===== src/hw/rbt_pkg.sv =====
// package: widths, reset values and carrier types for the 18-bit registered transceiver
package rbt_pkg;
    // ============================================================
    // widths and reset values
    // ============================================================
    localparam int RBT_DATA_W = 18;
    localparam logic [RBT_DATA_W-1:0] RBT_DATA_RST = 18'h00000;
    localparam logic RBT_OE_RST = 1'b0;
    localparam logic RBT_BUS_HOLD_DEF = 1'b1;

    // ============================================================
    // per-direction control pins, sampled on clk_sys_in
    // ============================================================
    typedef struct packed {
        logic output_enable;   // a_to_b: active high; b_to_a: active low
        logic latch_enable;
        logic clock;
    } rbt_dir_ctrl_s;
endpackage : rbt_pkg


===== src/hw/rbt_transceiver.sv =====
// design: 18-bit registered bus transceiver, both directions, with optional bus-hold keepers
`timescale 1ns/1ps

module rbt_transceiver
    import rbt_pkg::*;
#(
    parameter int DATA_W = RBT_DATA_W,
    parameter logic BUS_HOLD = RBT_BUS_HOLD_DEF
)(
    input wire logic clk_sys_in,
    input wire logic rst_in,
    input wire rbt_dir_ctrl_s ab_ctrl_in,
    input wire rbt_dir_ctrl_s ba_ctrl_in,
    input wire logic [DATA_W-1:0] a_data_in,
    input wire logic a_driven_in,
    input wire logic [DATA_W-1:0] b_data_in,
    input wire logic b_driven_in,
    output logic [DATA_W-1:0] a_data_out,
    output logic a_oe_out,
    output logic [DATA_W-1:0] b_data_out,
    output logic b_oe_out
);
    // ============================================================
    // state
    // ============================================================
    logic [DATA_W-1:0] stor_ab_ff, nxt_stor_ab;
    logic [DATA_W-1:0] stor_ba_ff, nxt_stor_ba;
    logic [DATA_W-1:0] keep_a_ff, nxt_keep_a;
    logic [DATA_W-1:0] keep_b_ff, nxt_keep_b;
    logic clk_ab_prev_ff, nxt_clk_ab_prev;
    logic clk_ba_prev_ff, nxt_clk_ba_prev;
    logic oe_b_ff, nxt_oe_b;
    logic oe_a_ff, nxt_oe_a;
    logic [DATA_W-1:0] din_a;
    logic [DATA_W-1:0] din_b;
    logic rise_ab;
    logic rise_ba;

    // ============================================================
    // shared next-storage decision for one direction
    // ============================================================
    // transparent while latch enable high, else capture on rising clock, else hold
    function automatic logic [DATA_W-1:0] rbt_next_store(
        input logic le,
        input logic rise,
        input logic [DATA_W-1:0] din,
        input logic [DATA_W-1:0] cur
    );
        logic [DATA_W-1:0] res;
        res = cur;
        if (le)
        begin
            res = din;
        end
        else if (rise)
        begin
            res = din;
        end
        return res;
    endfunction : rbt_next_store

    // ============================================================
    // input side: bus-hold keepers and clock edge detection
    // ============================================================
    // a released input reads the keeper, never an unknown float
    always_comb
    begin
        din_a = (BUS_HOLD && !a_driven_in) ? keep_a_ff : a_data_in;
        din_b = (BUS_HOLD && !b_driven_in) ? keep_b_ff : b_data_in;
        nxt_keep_a = din_a;
        nxt_keep_b = din_b;
        // a clock already high when latch enable fell gives no edge, so data is kept
        rise_ab = ab_ctrl_in.clock && !clk_ab_prev_ff;
        rise_ba = ba_ctrl_in.clock && !clk_ba_prev_ff;
        nxt_clk_ab_prev = ab_ctrl_in.clock;
        nxt_clk_ba_prev = ba_ctrl_in.clock;
    end

    // ============================================================
    // data paths and output enables, independent per direction
    // ============================================================
    // one cycle of latency is the price of registered outputs
    always_comb
    begin
        nxt_stor_ab = rbt_next_store(ab_ctrl_in.latch_enable, rise_ab, din_a, stor_ab_ff);
        nxt_stor_ba = rbt_next_store(ba_ctrl_in.latch_enable, rise_ba, din_b, stor_ba_ff);
        nxt_oe_b = ab_ctrl_in.output_enable;
        nxt_oe_a = !ba_ctrl_in.output_enable;
    end

    // register everything; storage keeps its value regardless of output enable
    always_ff @(posedge clk_sys_in or posedge rst_in)
    begin
        if (rst_in)
        begin
            stor_ab_ff <= RBT_DATA_RST;
            stor_ba_ff <= RBT_DATA_RST;
            keep_a_ff <= RBT_DATA_RST;
            keep_b_ff <= RBT_DATA_RST;
            clk_ab_prev_ff <= 1'b0;
            clk_ba_prev_ff <= 1'b0;
            oe_b_ff <= RBT_OE_RST;
            oe_a_ff <= RBT_OE_RST;
        end
        else
        begin
            stor_ab_ff <= nxt_stor_ab;
            stor_ba_ff <= nxt_stor_ba;
            keep_a_ff <= nxt_keep_a;
            keep_b_ff <= nxt_keep_b;
            clk_ab_prev_ff <= nxt_clk_ab_prev;
            clk_ba_prev_ff <= nxt_clk_ba_prev;
            oe_b_ff <= nxt_oe_b;
            oe_a_ff <= nxt_oe_a;
        end
    end

    // ============================================================
    // outputs straight from flops
    // ============================================================
    assign b_data_out = stor_ab_ff;
    assign a_data_out = stor_ba_ff;
    assign b_oe_out = oe_b_ff;
    assign a_oe_out = oe_a_ff;

    // ============================================================
    // assertions
    // ============================================================
    // transparent a_to_b: next b equals this cycle's a
    AST_AB_TRANSPARENT: assert property (@(posedge clk_sys_in) disable iff (rst_in)
        ab_ctrl_in.latch_enable |=> b_data_out == $past(din_a))
        else $error("b port did not follow a in transparent mode");

    // latched with no clock edge: b must not move
    AST_AB_HOLD: assert property (@(posedge clk_sys_in) disable iff (rst_in)
        (!ab_ctrl_in.latch_enable && !rise_ab) |=> $stable(b_data_out))
        else $error("b port changed while latched");

    // clock sampled low then high with latch closed captures a
    AST_AB_CAPTURE: assert property (@(posedge clk_sys_in) disable iff (rst_in)
        (!ab_ctrl_in.latch_enable && !ab_ctrl_in.clock ##1 !ab_ctrl_in.latch_enable && ab_ctrl_in.clock)
        |=> b_data_out == $past(din_a))
        else $error("rising a_to_b clock did not capture a");

    // dropping the a_to_b enable releases b one cycle later
    AST_B_ENABLE: assert property (@(posedge clk_sys_in) disable iff (rst_in)
        ab_ctrl_in.output_enable ##1 !ab_ctrl_in.output_enable |=> !b_oe_out && $past(b_oe_out))
        else $error("b enable does not track a_to_b output enable");

    // b_to_a capture mirrors the a_to_b edge case
    AST_BA_CAPTURE: assert property (@(posedge clk_sys_in) disable iff (rst_in)
        (!ba_ctrl_in.latch_enable && rise_ba) |=> a_data_out == $past(din_b))
        else $error("rising b_to_a clock did not capture b");

    // two transparent cycles in a row: a follows b each time
    AST_BA_TRANSPARENT: assert property (@(posedge clk_sys_in) disable iff (rst_in)
        ba_ctrl_in.latch_enable[*2] |=> a_data_out == $past(din_b) && $past(a_data_out) == $past(din_b, 2))
        else $error("a port did not follow b in transparent mode");

    // inverted enable every cycle; the release edge still loads reset values, so it is skipped
    AST_A_ENABLE_LOW: assert property (@(posedge clk_sys_in) disable iff (rst_in)
        !rst_in |=> a_oe_out == !$past(ba_ctrl_in.output_enable))
        else $error("a enable is not the inverse of b_to_a output enable");

    // clock held high over two latched cycles gives no capture
    AST_CLOCK_HELD_HIGH: assert property (@(posedge clk_sys_in) disable iff (rst_in)
        (ab_ctrl_in.clock && !ab_ctrl_in.latch_enable ##1 ab_ctrl_in.clock && !ab_ctrl_in.latch_enable)
        |=> $stable(b_data_out))
        else $error("b changed with a_to_b clock held high");

    // a released input reads the level it had while driven
    AST_BUS_HOLD: assert property (@(posedge clk_sys_in) disable iff (rst_in)
        (BUS_HOLD && a_driven_in ##1 !a_driven_in) |-> din_a == $past(a_data_in))
        else $error("released a input lost its last state");

    // full tracking of the b enable, rises as well as falls
    AST_B_ENABLE_TRACK: assert property (@(posedge clk_sys_in) disable iff (rst_in)
        !rst_in |=> b_oe_out == $past(ab_ctrl_in.output_enable))
        else $error("b enable is not a copy of a_to_b output enable");

    // latched b_to_a path with no clock edge: a must not move
    AST_BA_HOLD: assert property (@(posedge clk_sys_in) disable iff (rst_in)
        (!ba_ctrl_in.latch_enable && !rise_ba) |=> $stable(a_data_out))
        else $error("a port changed while latched");

    // b_to_a clock held high over two latched cycles keeps a
    AST_BA_CLOCK_HELD_HIGH: assert property (@(posedge clk_sys_in) disable iff (rst_in)
        (ba_ctrl_in.clock && !ba_ctrl_in.latch_enable ##1 ba_ctrl_in.clock && !ba_ctrl_in.latch_enable)
        |=> $stable(a_data_out))
        else $error("a changed with b_to_a clock held high");

    // a released b input reads the level it had while driven
    AST_B_BUS_HOLD: assert property (@(posedge clk_sys_in) disable iff (rst_in)
        (BUS_HOLD && b_driven_in ##1 !b_driven_in) |-> din_b == $past(b_data_in))
        else $error("released b input lost its last state");

    // keeper stays put for the whole release; the edge after reset is skipped as keepers restart at zero
    AST_A_KEEPER_STEADY: assert property (@(posedge clk_sys_in) disable iff (rst_in)
        (BUS_HOLD && !a_driven_in && !$past(rst_in)) |-> din_a == $past(din_a))
        else $error("a keeper drifted during a release");

    // main scenarios the random traffic should reach
    COV_AB_CAPTURE: cover property (@(posedge clk_sys_in) disable iff (rst_in)
        !ab_ctrl_in.latch_enable && rise_ab && ab_ctrl_in.output_enable);
    COV_BA_TRANSPARENT: cover property (@(posedge clk_sys_in) disable iff (rst_in)
        ba_ctrl_in.latch_enable && !ba_ctrl_in.output_enable);
    COV_LATCH_FALL: cover property (@(posedge clk_sys_in) disable iff (rst_in)
        ab_ctrl_in.latch_enable ##1 !ab_ctrl_in.latch_enable[*3]);
    COV_BUS_RELEASE: cover property (@(posedge clk_sys_in) disable iff (rst_in)
        b_driven_in ##1 !b_driven_in[*2]);
    COV_HELD_HIGH_FALL: cover property (@(posedge clk_sys_in) disable iff (rst_in)
        ab_ctrl_in.latch_enable && ab_ctrl_in.clock ##1 !ab_ctrl_in.latch_enable && ab_ctrl_in.clock);
endmodule : rbt_transceiver


===== config.mk =====
export PLATFORM = sky130hd
export DESIGN_NAME = rbt_transceiver
export DESIGN_NICKNAME = d
export VERILOG_FILES = /design/src/hw/rbt_pkg.sv /design/src/hw/rbt_transceiver.sv
export SDC_FILE = /design/constraint.sdc
export NUM_CORES = 1
export LEC_CHECK = 0
export BUFFER_PORTS_ARGS = -buffer_cell sky130_fd_sc_hd__buf_2
export CAP_MARGIN = 0
export CORE_MARGIN = 8
export CORE_UTILIZATION = 50
export CTS_CLUSTER_DIAMETER = 30
export DETAILED_ROUTE_END_ITERATION = 6
export PLACE_DENSITY_LB_ADDON = 0.2
export SLEW_MARGIN = 20
export SYNTH_ARGS = -nofsm -noshare
export SYNTH_HDL_FRONTEND = slang
export SYNTH_SLANG_ARGS = --single-unit

===== constraint.sdc =====
create_clock -name clk_sys_in -period 5 [get_ports clk_sys_in]
set_input_delay 0.25 -clock clk_sys_in [delete_from_list [all_inputs] [get_ports clk_sys_in]]
set_output_delay 0.25 -clock clk_sys_in [all_outputs]
set_load 0.01 [all_outputs]

==> impl_metrics.json, run 1 <==
{
  "gr-total-overflow": 0,
  "drive_above_1_share_pct": 68.2,
  "synthMuxAreaShare_pct": 30.4,
  "endpoint_kind": "register",
  "synth_compound_area_share_pct": 1.12,
  "fmaxAchievable_mhz": 698,
  "area_delta_synth_final_pct": 24.0,
  "power.density_nw_per_um2": 413,
  "path_clk_slew_ns": 0.07,
  "min_period_over_period_pct": 28.7,
  "fill_cells": 453,
  "clockRootBuffer": "clkbuf_8",
  "hold_violations": 0,
  "status": "completed",
  "ys_seq_area_share_pct": 65.3,
  "yosysWarnings": 0,
  "r2r_cells": 3,
  "worstPathRequired_ns": 5.21,
  "slew_viol_final": 0,
  "startpoint": "clk_ab_prev_ff",
  "syn_avg_cell_area_um2": 18.2,
  "portBuffers": 83,
  "hold_path.startpoint": "ba_ctrl_in[2]",
  "detail_route.wl_per_cell_um": 15.9,
  "synth_xor_area_share_pct": 0,
  "setup_tns_ns": 0,
  "num_vias": 1613,
  "yosys.area_share.simple_pct": 0,
  "clkSinkCount": 76,
  "ys_ff_latch": 76,
  "num-nets-final": 296,
  "fin_crit_ns": 1.43,
  "grt_max_degree": 77,
  "num_rows": 28,
  "rsz0062_at_grt": "false",
  "design.core.area_um2": 5780,
  "power_w": 0.00149,
  "die_w_um": 92.3,
  "setup_violations": 0,
  "fin_skew_ns": 0.00580,
  "whs_endpoint": "a_oe_out",
  "setup_ws_ns": 3.57,
  "crit_arrival_ns": 1.65,
  "cts_tree": "done",
  "initial_utilization_pct": 50.4,
  "synth_top_family_by_area": "multiplexers",
  "grt_pass1_vias": 1822,
  "holdBufCountCts": 0,
  "cts_resized": 0,
  "postCtsSetupRepairBufs": 0,
  "drt_iter0_drc": 36,
  "drt_pre_antenna_iters": 4,
  "die_h_um": 92.3,
  "yosysUniqueCellTypes": 8,
  "ant_nets": 0,
  "antenna_found_initial": 0,
  "r2r_start": "clk_ab_prev_ff",
  "peakVddDrop_uv": 202,
  "hp-class": "in2reg",
  "relSlewSlack_pct": 39.2,
  "diodes": 0,
  "track_usage_pct": 12.9,
  "setup.worst_path.class": "reg2reg",
  "startpoint_type": "register",
  "cts_buffer_depth": 2,
  "holdPathStages": 2,
  "r2r_slack_ns": 3.57,
  "reg2reg_to": "b_data_out[13]",
  "drt-vias-per-instance": 4.89,
  "netlist.top_cell.by_area": "dfrtp_1",
  "insertion_delay_ns": 0.33,
  "p_leak_nw": 1.75,
  "drv_cap": 0,
  "drc": 0,
  "ios": 84,
  "synthAdderAreaFrac_pct": 0,
  "htreeDepth": 3,
  "synth_area_um2": 2910,
  "cp_max_fo": 18,
  "mappedNetlistNets": 206,
  "drt_wl_total_mm": 5.25,
  "dpl_worst_slack_ns": 3.50,
  "yosys-top-cells-area": "dfrtp_1, mux2_2, mux2_4, buf_12, a21oi_4",
  "finalWeightedCongestion": 0.674,
  "synth_top_area_share_pct": 65.3,
  "dp_hpwl_mm": 3.64,
  "die-area_um2": 8520,
  "synthCells": 160,
  "cts_made_buffers": 9,
  "grt_pass1_wl_mm": 8.69,
  "worstMarginPinSlew_ns": 0.913
}
## report_power, final
part / switching, W / leakage (nW) / internal [W]
clock: 0.000203 / 0.127 / 0.000358
combinational: 0.0000972 / 0.730 / 0.000117
sequential: 0.0000294 / 0.889 / 0.000689
## stage by stage
stage,cells,utilization (%),hold WS [ns],area [um2]
detailed placement,313,58.0,0.362,3350
floorplan,160,-,0.281,2910
finish,330,62.5,0.0510,3610
global route,330,62.5,0.0255,3610
CTS,329,62.3,0.00379,3600
global placement,313,58.0,0.360,3350
## worst max-delay path: stages (launching register included)
cell and delay [ns]:
dfrtp_1 0.32, inv_1 0.06, a21oi_4 0.53, mux2_2 0.41
## cell type report
type / instances / area [um2] / share of cell area, %
repair buffers: 85 / 433 / 12.0
flip-flops and latches: 76 / 1900 / 52.6
inverters: 4 / 15.0 / 0.416
clock inverters: 4 / 95.1 / 2.63
well taps: 75 / 93.8 / 2.60
multi-input cells: 74 / 918 / 25.4
clock buffers: 12 / 155 / 4.30
## layer usage
| metal | track usage, % | share of wire [%] | vias to the layer above |
|---|---|---|---|
| met2 | 19.2 | 46 | 55 |
| met1 | 15.6 | 44 | 812 |
| met4 | 5.23 | 1.3 | 0 |
| met5 | 0 | 0 | - |
| li1 | - | - | 739 |
| met3 | 6.55 | 8.6 | 7 |
## cells by family (layout without fill, tap and decap cells)
family,after synthesis,after routing
flops,76,76
mux,72,72
buf+inv,10,105
compound gates,2,2
## cell usage in the layout, fill, tap and decap left out, types with 2 or more instances in the layout
master     synthesis  layout
buf_2              0      83
clkbuf_8           0      11
dfrtp_1           76      76
bufinv_16          0       3
a21oi_4            2       2
mux2_4            20      20
inv_1              4       3
mux2_2            52      52
## cell usage after synthesis, drive strengths merged
library cell / number
a21oi: 2
buf: 6
dfrtp: 76
inv: 4
mux2: 72
## worst max-delay path by stage
stage | slack, ns | to | depth (start not counted)
floorplan | 2.81 | a_data_out[0] | 1
global placement | 3.50 | b_data_out[6] | 3
detailed placement | 3.50 | b_data_out[4] | 3
CTS | 3.54 | a_data_out[7] | 3
global route | 3.47 | b_data_out[13] | 3
finish | 3.57 | b_data_out[13] | 3
## state kept, by name, summed over array words and instances, names as in the netlist
signal,cells
b_data_out,18
clk_ba_prev_ff,1
keep_b_ff,18
keep_a_ff,18
b_oe_out,1
clk_ab_prev_ff,1
a_data_out,18
a_oe_out,1
Note: power is estimated with default switching activity, not from simulation.
==> run 2, diff against run 1 <==
==> constraint.sdc (replaced) <==
create_clock -name clk_sys_in -period 1.4 [get_ports clk_sys_in]
set_input_delay 0.07 -clock clk_sys_in [delete_from_list [all_inputs] [get_ports clk_sys_in]]
set_output_delay 0.07 -clock clk_sys_in [all_outputs]
set_load 0.01 [all_outputs]
==> run 2 against run 1 <==
Against the previous run:
- sequential cell count is the same
- non-clock buffer count rose by 43
- register-to-register slack got worse by 3.3 ns
- combinational power increased to 4.2 times the previous value
- routed wire length grew 7.9%
- clock-buffer cell count down 1
- global-route usage up 1.4 points
- largest cell class unchanged
==> impl_metrics.json, run 2 (same netlist as run 1, synthesis figures left out) <==
{
  "status": "completed",
  "p_leak_nw": 1.93,
  "relSlewSlack_pct": 74.4,
  "fin_crit_ns": 1.20,
  "p_sw_share_pct": 23.8,
  "path_clk_slew_ns": 0.07,
  "final_common_cell": "buf_2",
  "layout_common_cells": "buf_2, dfrtp_1, mux2_2",
  "setup_violations": 0,
  "crit_slowest_cell": "dlygate4sd3_1",
  "num_vias": 1754,
  "fin_hold_ws_ns": 0.0155,
  "endpoint": "a_data_out[8]",
  "peakVddDrop_uv": 1080,
  "clockRootBuffer": "clkbuf_8",
  "multi_input_area_um2": 918,
  "r2r_cells": 4,
  "rsz0062_at_grt": "false",
  "clkSinkCount": 76,
  "ant_nets": 0,
  "worstMarginPinSlew_ns": 0.384,
  "ios": 84,
  "postCtsSetupRepairBufs": 0,
  "track_usage_pct": 14.3,
  "drt_wl_total_mm": 5.67,
  "r2r_start": "clk_ab_prev_ff",
  "detail_route.wl_per_cell_um": 15.2,
  "grt_pass1_vias": 2017,
  "grt_max_degree": 77,
  "clkPwrFrac_pct": 32.4,
  "dp_hpwl_mm": 3.78,
  "initial_utilization_pct": 50.4,
  "cts_buffer_depth": 2,
  "drc": 0,
  "crit_chain": "dlygate4sd3_1 > buf_2 > a21oi_4 > buf_12 > mux2_2",
  "fill_cells": 422,
  "num_rows": 28,
  "power.density_nw_per_um2": 1260,
  "startpoint_type": "primary input",
  "htreeDepth": 3,
  "r2r_slack_ns": 0.22,
  "num-nets-final": 339,
  "antenna_found_initial": 0,
  "reg2reg_to": "b_data_out[7]",
  "drt_pre_antenna_iters": 4,
  "hold_violations": 0,
  "die_h_um": 92.3,
  "fin_skew_ns": 0.00348,
  "max_stage_delay_ns": 0.53,
  "hold_path.startpoint": "a_data_in[4]",
  "startpoint": "ba_ctrl_in[0]",
  "grt_pass1_wl_mm": 9.72,
  "endpoint_kind": "register",
  "setup_tns_ns": 0,
  "diodes": 0,
  "combPwrFrac_pct": 17.4,
  "cts_tree": "done",
  "seq_area_um2": 1900,
  "fin_util_pct": 70.1,
  "hp-class": "in2reg",
  "p_sw_w": 0.00122,
  "cp_max_fo": 18,
  "insertion_delay_ns": 0.33,
  "worstPathRequired_ns": 1.62,
  "fmaxAchievable_mhz": 832,
  "die-area_um2": 8520,
  "internal_power_w": 0.00388,
  "min_period_over_period_pct": 85.9,
  "die_w_um": 92.3,
  "cts_made_buffers": 9,
  "drt_iter0_drc": 56,
  "drv_cap": 0,
  "setup.worst_path.class": "in2reg",
  "slew_viol_final": 0,
  "crit_arrival_ns": 1.42,
  "gr-total-overflow": 0,
  "portBuffers": 83,
  "area_delta_synth_final_pct": 39.0,
  "finalWeightedCongestion": 0.661,
  "drt-vias-per-instance": 4.70,
  "design.core.area_um2": 5780,
  "seq_power_share_pct": 50.2,
  "drive_above_1_share_pct": 60.1
}
## run 2: changes by cell type in the layout (fill, tap and decap cells not counted)
cell and delta:
bufinv_16 -2, buf_4 -1, clkinvlp_4 +1, clkbuf_1 -1, clkinv_2 +3, inv_2 -1
dlygate4sd3_1 +39, buf_12 +5
## run 2: cell type report
class / count / area share (%)
repair buffers: 128 / 22.6
well taps: 75 / 2.32
clock inverters: 5 / 1.24
clock buffers: 11 / 3.74
flip-flops and latches: 76 / 47.0
multi-input cells: 74 / 22.7
inverters: 4 / 0.463
## run 2: power by group through the flow
| stage | sequential (W) | clock (W) | combinational (W) |
|---|---|---|---|
| after detailed placement | 0.00260 | 0 | 0.000821 |
| final | 0.00256 | 0.00165 | 0.000890 |
| after CTS | 0.00256 | 0.00170 | 0.000908 |
| after floorplan | 0.00267 | 0 | 0.000415 |
| after global placement | 0.00260 | 0 | 0.000803 |
| after global routing | 0.00259 | 0.00179 | 0.000970 |
## run 2: metal layers
| layer | part of all wire (%) | global-route usage (%) | wire length [um] | vias up |
|---|---|---|---|---|
| met5 | 0 | 0 | 0 | - |
| met4 | 1.1 | 7.11 | 63 | 0 |
| met3 | 5.4 | 4.05 | 306 | 5 |
| met2 | 51 | 23.7 | 2900 | 44 |
| met1 | 42 | 16.8 | 2400 | 879 |
| li1 | - | - | - | 826 |
## run 2: worst max-delay path, delay by kind of cell
kind                   cells  cell delay [ns]
multiplexers               1             0.34
AO/OA/AOI/OAI              1             0.14
buffers and inverters      3             0.86
## run 2: stage by stage
stage               power (W)  instance area (um2)  cells  worst slack [ns]
floorplan             0.00308                 2920    160             0.127
CTS                   0.00518                 4050    373             0.200
global route          0.00535                 4050    373             0.152
finish                0.00510                 4050    373             0.198
global placement      0.00340                 3450    317             0.233
detailed placement    0.00343                 3450    317             0.212
## run 2: repair_timing
| action | CTS | global route |
|---|---|---|
| hold buffers | 40 | 0 |
| hold endpoints to repair | 115 | 0 |
| gates resized for setup | 0 | 0 |
## run 2: how the worst min path moves through the flow
| stage | endpoint | slack, ns | cells after the start |
|---|---|---|---|
| 2_1_floorplan | b_oe_out | 0.10 | 0 |
| 3_3_place_gp | b_oe_out | 0.18 | 1 |
| 3_5_place_dp | b_oe_out | 0.18 | 1 |
| 4_1_cts | keep_a_ff[4] | 0.003 | 2 |
| 5_1_grt | keep_a_ff[4] | 0.02 | 2 |
| 6_report | keep_a_ff[4] | 0.02 | 2 |
==> run 3, diff against run 2 <==
--- a/config.mk
+++ b/config.mk
@@ -12,6 +12,7 @@
 export CTS_CLUSTER_DIAMETER = 30
 export DETAILED_ROUTE_END_ITERATION = 6
 export PLACE_DENSITY_LB_ADDON = 0.2
+export RECOVER_POWER = 100
 export SLEW_MARGIN = 20
 export SYNTH_ARGS = -nofsm -noshare
 export SYNTH_HDL_FRONTEND = slang
==> constraint.sdc (replaced) <==
create_clock -name clk_sys_in -period 1.4 [get_ports clk_sys_in]
set_input_delay 0.28 -clock clk_sys_in [delete_from_list [all_inputs] [get_ports clk_sys_in]]
set_output_delay 0.28 -clock clk_sys_in [all_outputs]
set_load 0.01 [all_outputs]
==> run 3 against run 2 <==
Against the previous run:
- routed wire length down 9.8%
- critical endpoint is now a_data_out[1]
- design area down 13%
- hold slack better by 0.045 ns
- sequential share of layout area up 6.9 points
- die area unchanged
- clock power about the same
- largest cell class unchanged
- sequential cell count unchanged
- highest routed layer unchanged
- utilization down 9.0 points
- clock-buffer cell count up 1
- first-iteration DRC count down 50%
==> impl_metrics.json, run 3 (same netlist as run 1, synthesis figures left out) <==
{
  "area_delta_synth_final_pct": 21.3,
  "grt_pass1_wl_mm": 8.63,
  "drc": 0,
  "holdPathStages": 1,
  "r2r_start": "clk_ba_prev_ff",
  "die-area_um2": 8520,
  "postCtsSetupRepairBufs": 0,
  "grt_max_degree": 77,
  "p_leak_nw": 1.56,
  "min_period_over_period_pct": 85.4,
  "grt_pass1_vias": 1811,
  "top_layer_used": "met4",
  "r2r_slack_ns": 0.20,
  "ios": 84,
  "antenna_found_initial": 0,
  "relSlewSlack_pct": 34.7,
  "hold_violations": 0,
  "status": "completed",
  "drv_cap": 0,
  "holdBufCountCts": 0,
  "fin_crit_ns": 1.20,
  "cp_max_fo": 18,
  "rsz0062_at_grt": "false",
  "worstPathRequired_ns": 1.61,
  "worstMarginPinSlew_ns": 0.979,
  "endpoint_kind": "register",
  "final_common_cell": "dfrtp_1",
  "crit_arrival_ns": 1.41,
  "power.density_nw_per_um2": 1390,
  "hp-class": "in2reg",
  "drive_above_1_share_pct": 45.6,
  "path_clk_slew_ns": 0.08,
  "clockRootBuffer": "clkbuf_8",
  "instances_no_fill": 334,
  "setup_tns_ns": 0,
  "initial_utilization_pct": 50.4,
  "startpoint_type": "register",
  "crit_slowest_cell": "mux2_2",
  "whs_endpoint": "b_oe_out",
  "drt_iter0_drc": 28,
  "htreeDepth": 3,
  "num_vias": 1612,
  "cts_tree": "done",
  "setup.worst_path.class": "reg2reg",
  "clkSinkCount": 76,
  "track_usage_pct": 12.9,
  "insertion_delay_ns": 0.33,
  "drt_wl_total_mm": 5.11,
  "cts_resized": 0,
  "dp_hpwl_mm": 3.75,
  "gr-total-overflow": 0,
  "fmaxAchievable_mhz": 836,
  "num-nets-final": 300,
  "ant_nets": 0,
  "crit_chain": "inv_1 > a21oi_4 > buf_12 > mux2_2",
  "wl_met2_mm": 2.56,
  "hold_path.startpoint": "ab_ctrl_in[2]",
  "r2r_cells": 4,
  "layout_common_cells": "dfrtp_1, mux2_2, clkbuf_1, buf_2, mux2_1",
  "die_w_um": 92.3,
  "cts_buffer_depth": 2,
  "portBuffers": 83,
  "finalWeightedCongestion": 0.701,
  "design.core.area_um2": 5780,
  "slew_viol_final": 0,
  "drt-vias-per-instance": 4.83,
  "num_rows": 28,
  "diodes": 0,
  "max_stage_delay_ns": 0.34,
  "fill_cells": 504,
  "detail_route.wl_per_cell_um": 15.3,
  "met1_length_mm": 2.17,
  "drt_pre_antenna_iters": 2,
  "dp.cells": 318,
  "reg2reg_to": "a_data_out[1]",
  "cts_made_buffers": 9,
  "setup_violations": 0,
  "peakVddDrop_uv": 839,
  "wl_met3_um": 305,
  "fin_skew_ns": 0.00544,
  "die_h_um": 92.3
}
## run 3: cell count changes in the layout (fill, tap and decap cells not counted)
cell           change
clkbuf_1          +42
buf_2             -41
mux2_1            +20
dlygate4sd3_1     -40
clkbuf_4           +1
clkinvlp_4         +1
clkinv_2           -2
mux2_4            -20
## run 3: layout make-up
type	count	area, um2	area share, %
Clock inverter	4	47.5	1.35
Clock buffer	12	155	4.39
Tap cell	75	93.8	2.66
Sequential cell	76	1900	53.8
Multi-Input combinational cell	74	843	23.9
Timing Repair Buffer	89	472	13.4
Inverter	4	18.8	0.531
## run 3: critical path, delay by kind of cell, from the launching register on
family | cells | cell delay (ns)
AOI/OAI and AO/OA | 1 | 0.16
buffers and inverters | 2 | 0.23
muxes | 1 | 0.34
DFF | 1 | 0.33
## run 3: through the flow
step / cell area (um2) / hold slack [ns] / power (W) / setup WS (ns) / util [%]
3_5_place_dp: 3470 / 0.397 / 0.00343 / 0.0930 / 60.0
2_1_floorplan: 2920 / 0.311 / 0.00308 / 0.127 / -
4_1_cts: 3670 / 0.0425 / 0.00510 / 0.202 / 63.5
6_report: 3530 / 0.0604 / 0.00491 / 0.204 / 61.1
5_1_grt: 3530 / 0.0452 / 0.00516 / 0.138 / 61.1
3_3_place_gp: 3470 / 0.389 / 0.00341 / 0.0993 / 60.0
## run 3: power by group
group	leakage (nW)	internal [W]	switching, W
combinational	0.570	0.000352	0.000344
clock	0.102	0.000916	0.000737
sequential	0.889	0.00246	0.000104
total	1.56	0.00373	0.00119
## run 3: worst max-delay path by stage
stage                        start        endpoint  depth (start not counted)
finish              clk_ba_prev_ff   a_data_out[1]                          4
global route        clk_ba_prev_ff   a_data_out[5]                          4
CTS                 clk_ba_prev_ff  a_data_out[17]                          4
detailed placement     a_driven_in   b_data_out[4]                          4
global placement       a_driven_in   b_data_out[0]                          4
floorplan           clk_ba_prev_ff   a_data_out[0]                          4
## run 3: routing by layer
layer	global-route usage, %	up-vias
li1	-	750
met1	15.4	812
met2	20.4	43
met3	4.21	7
met4	6.44	0
met5	0	-
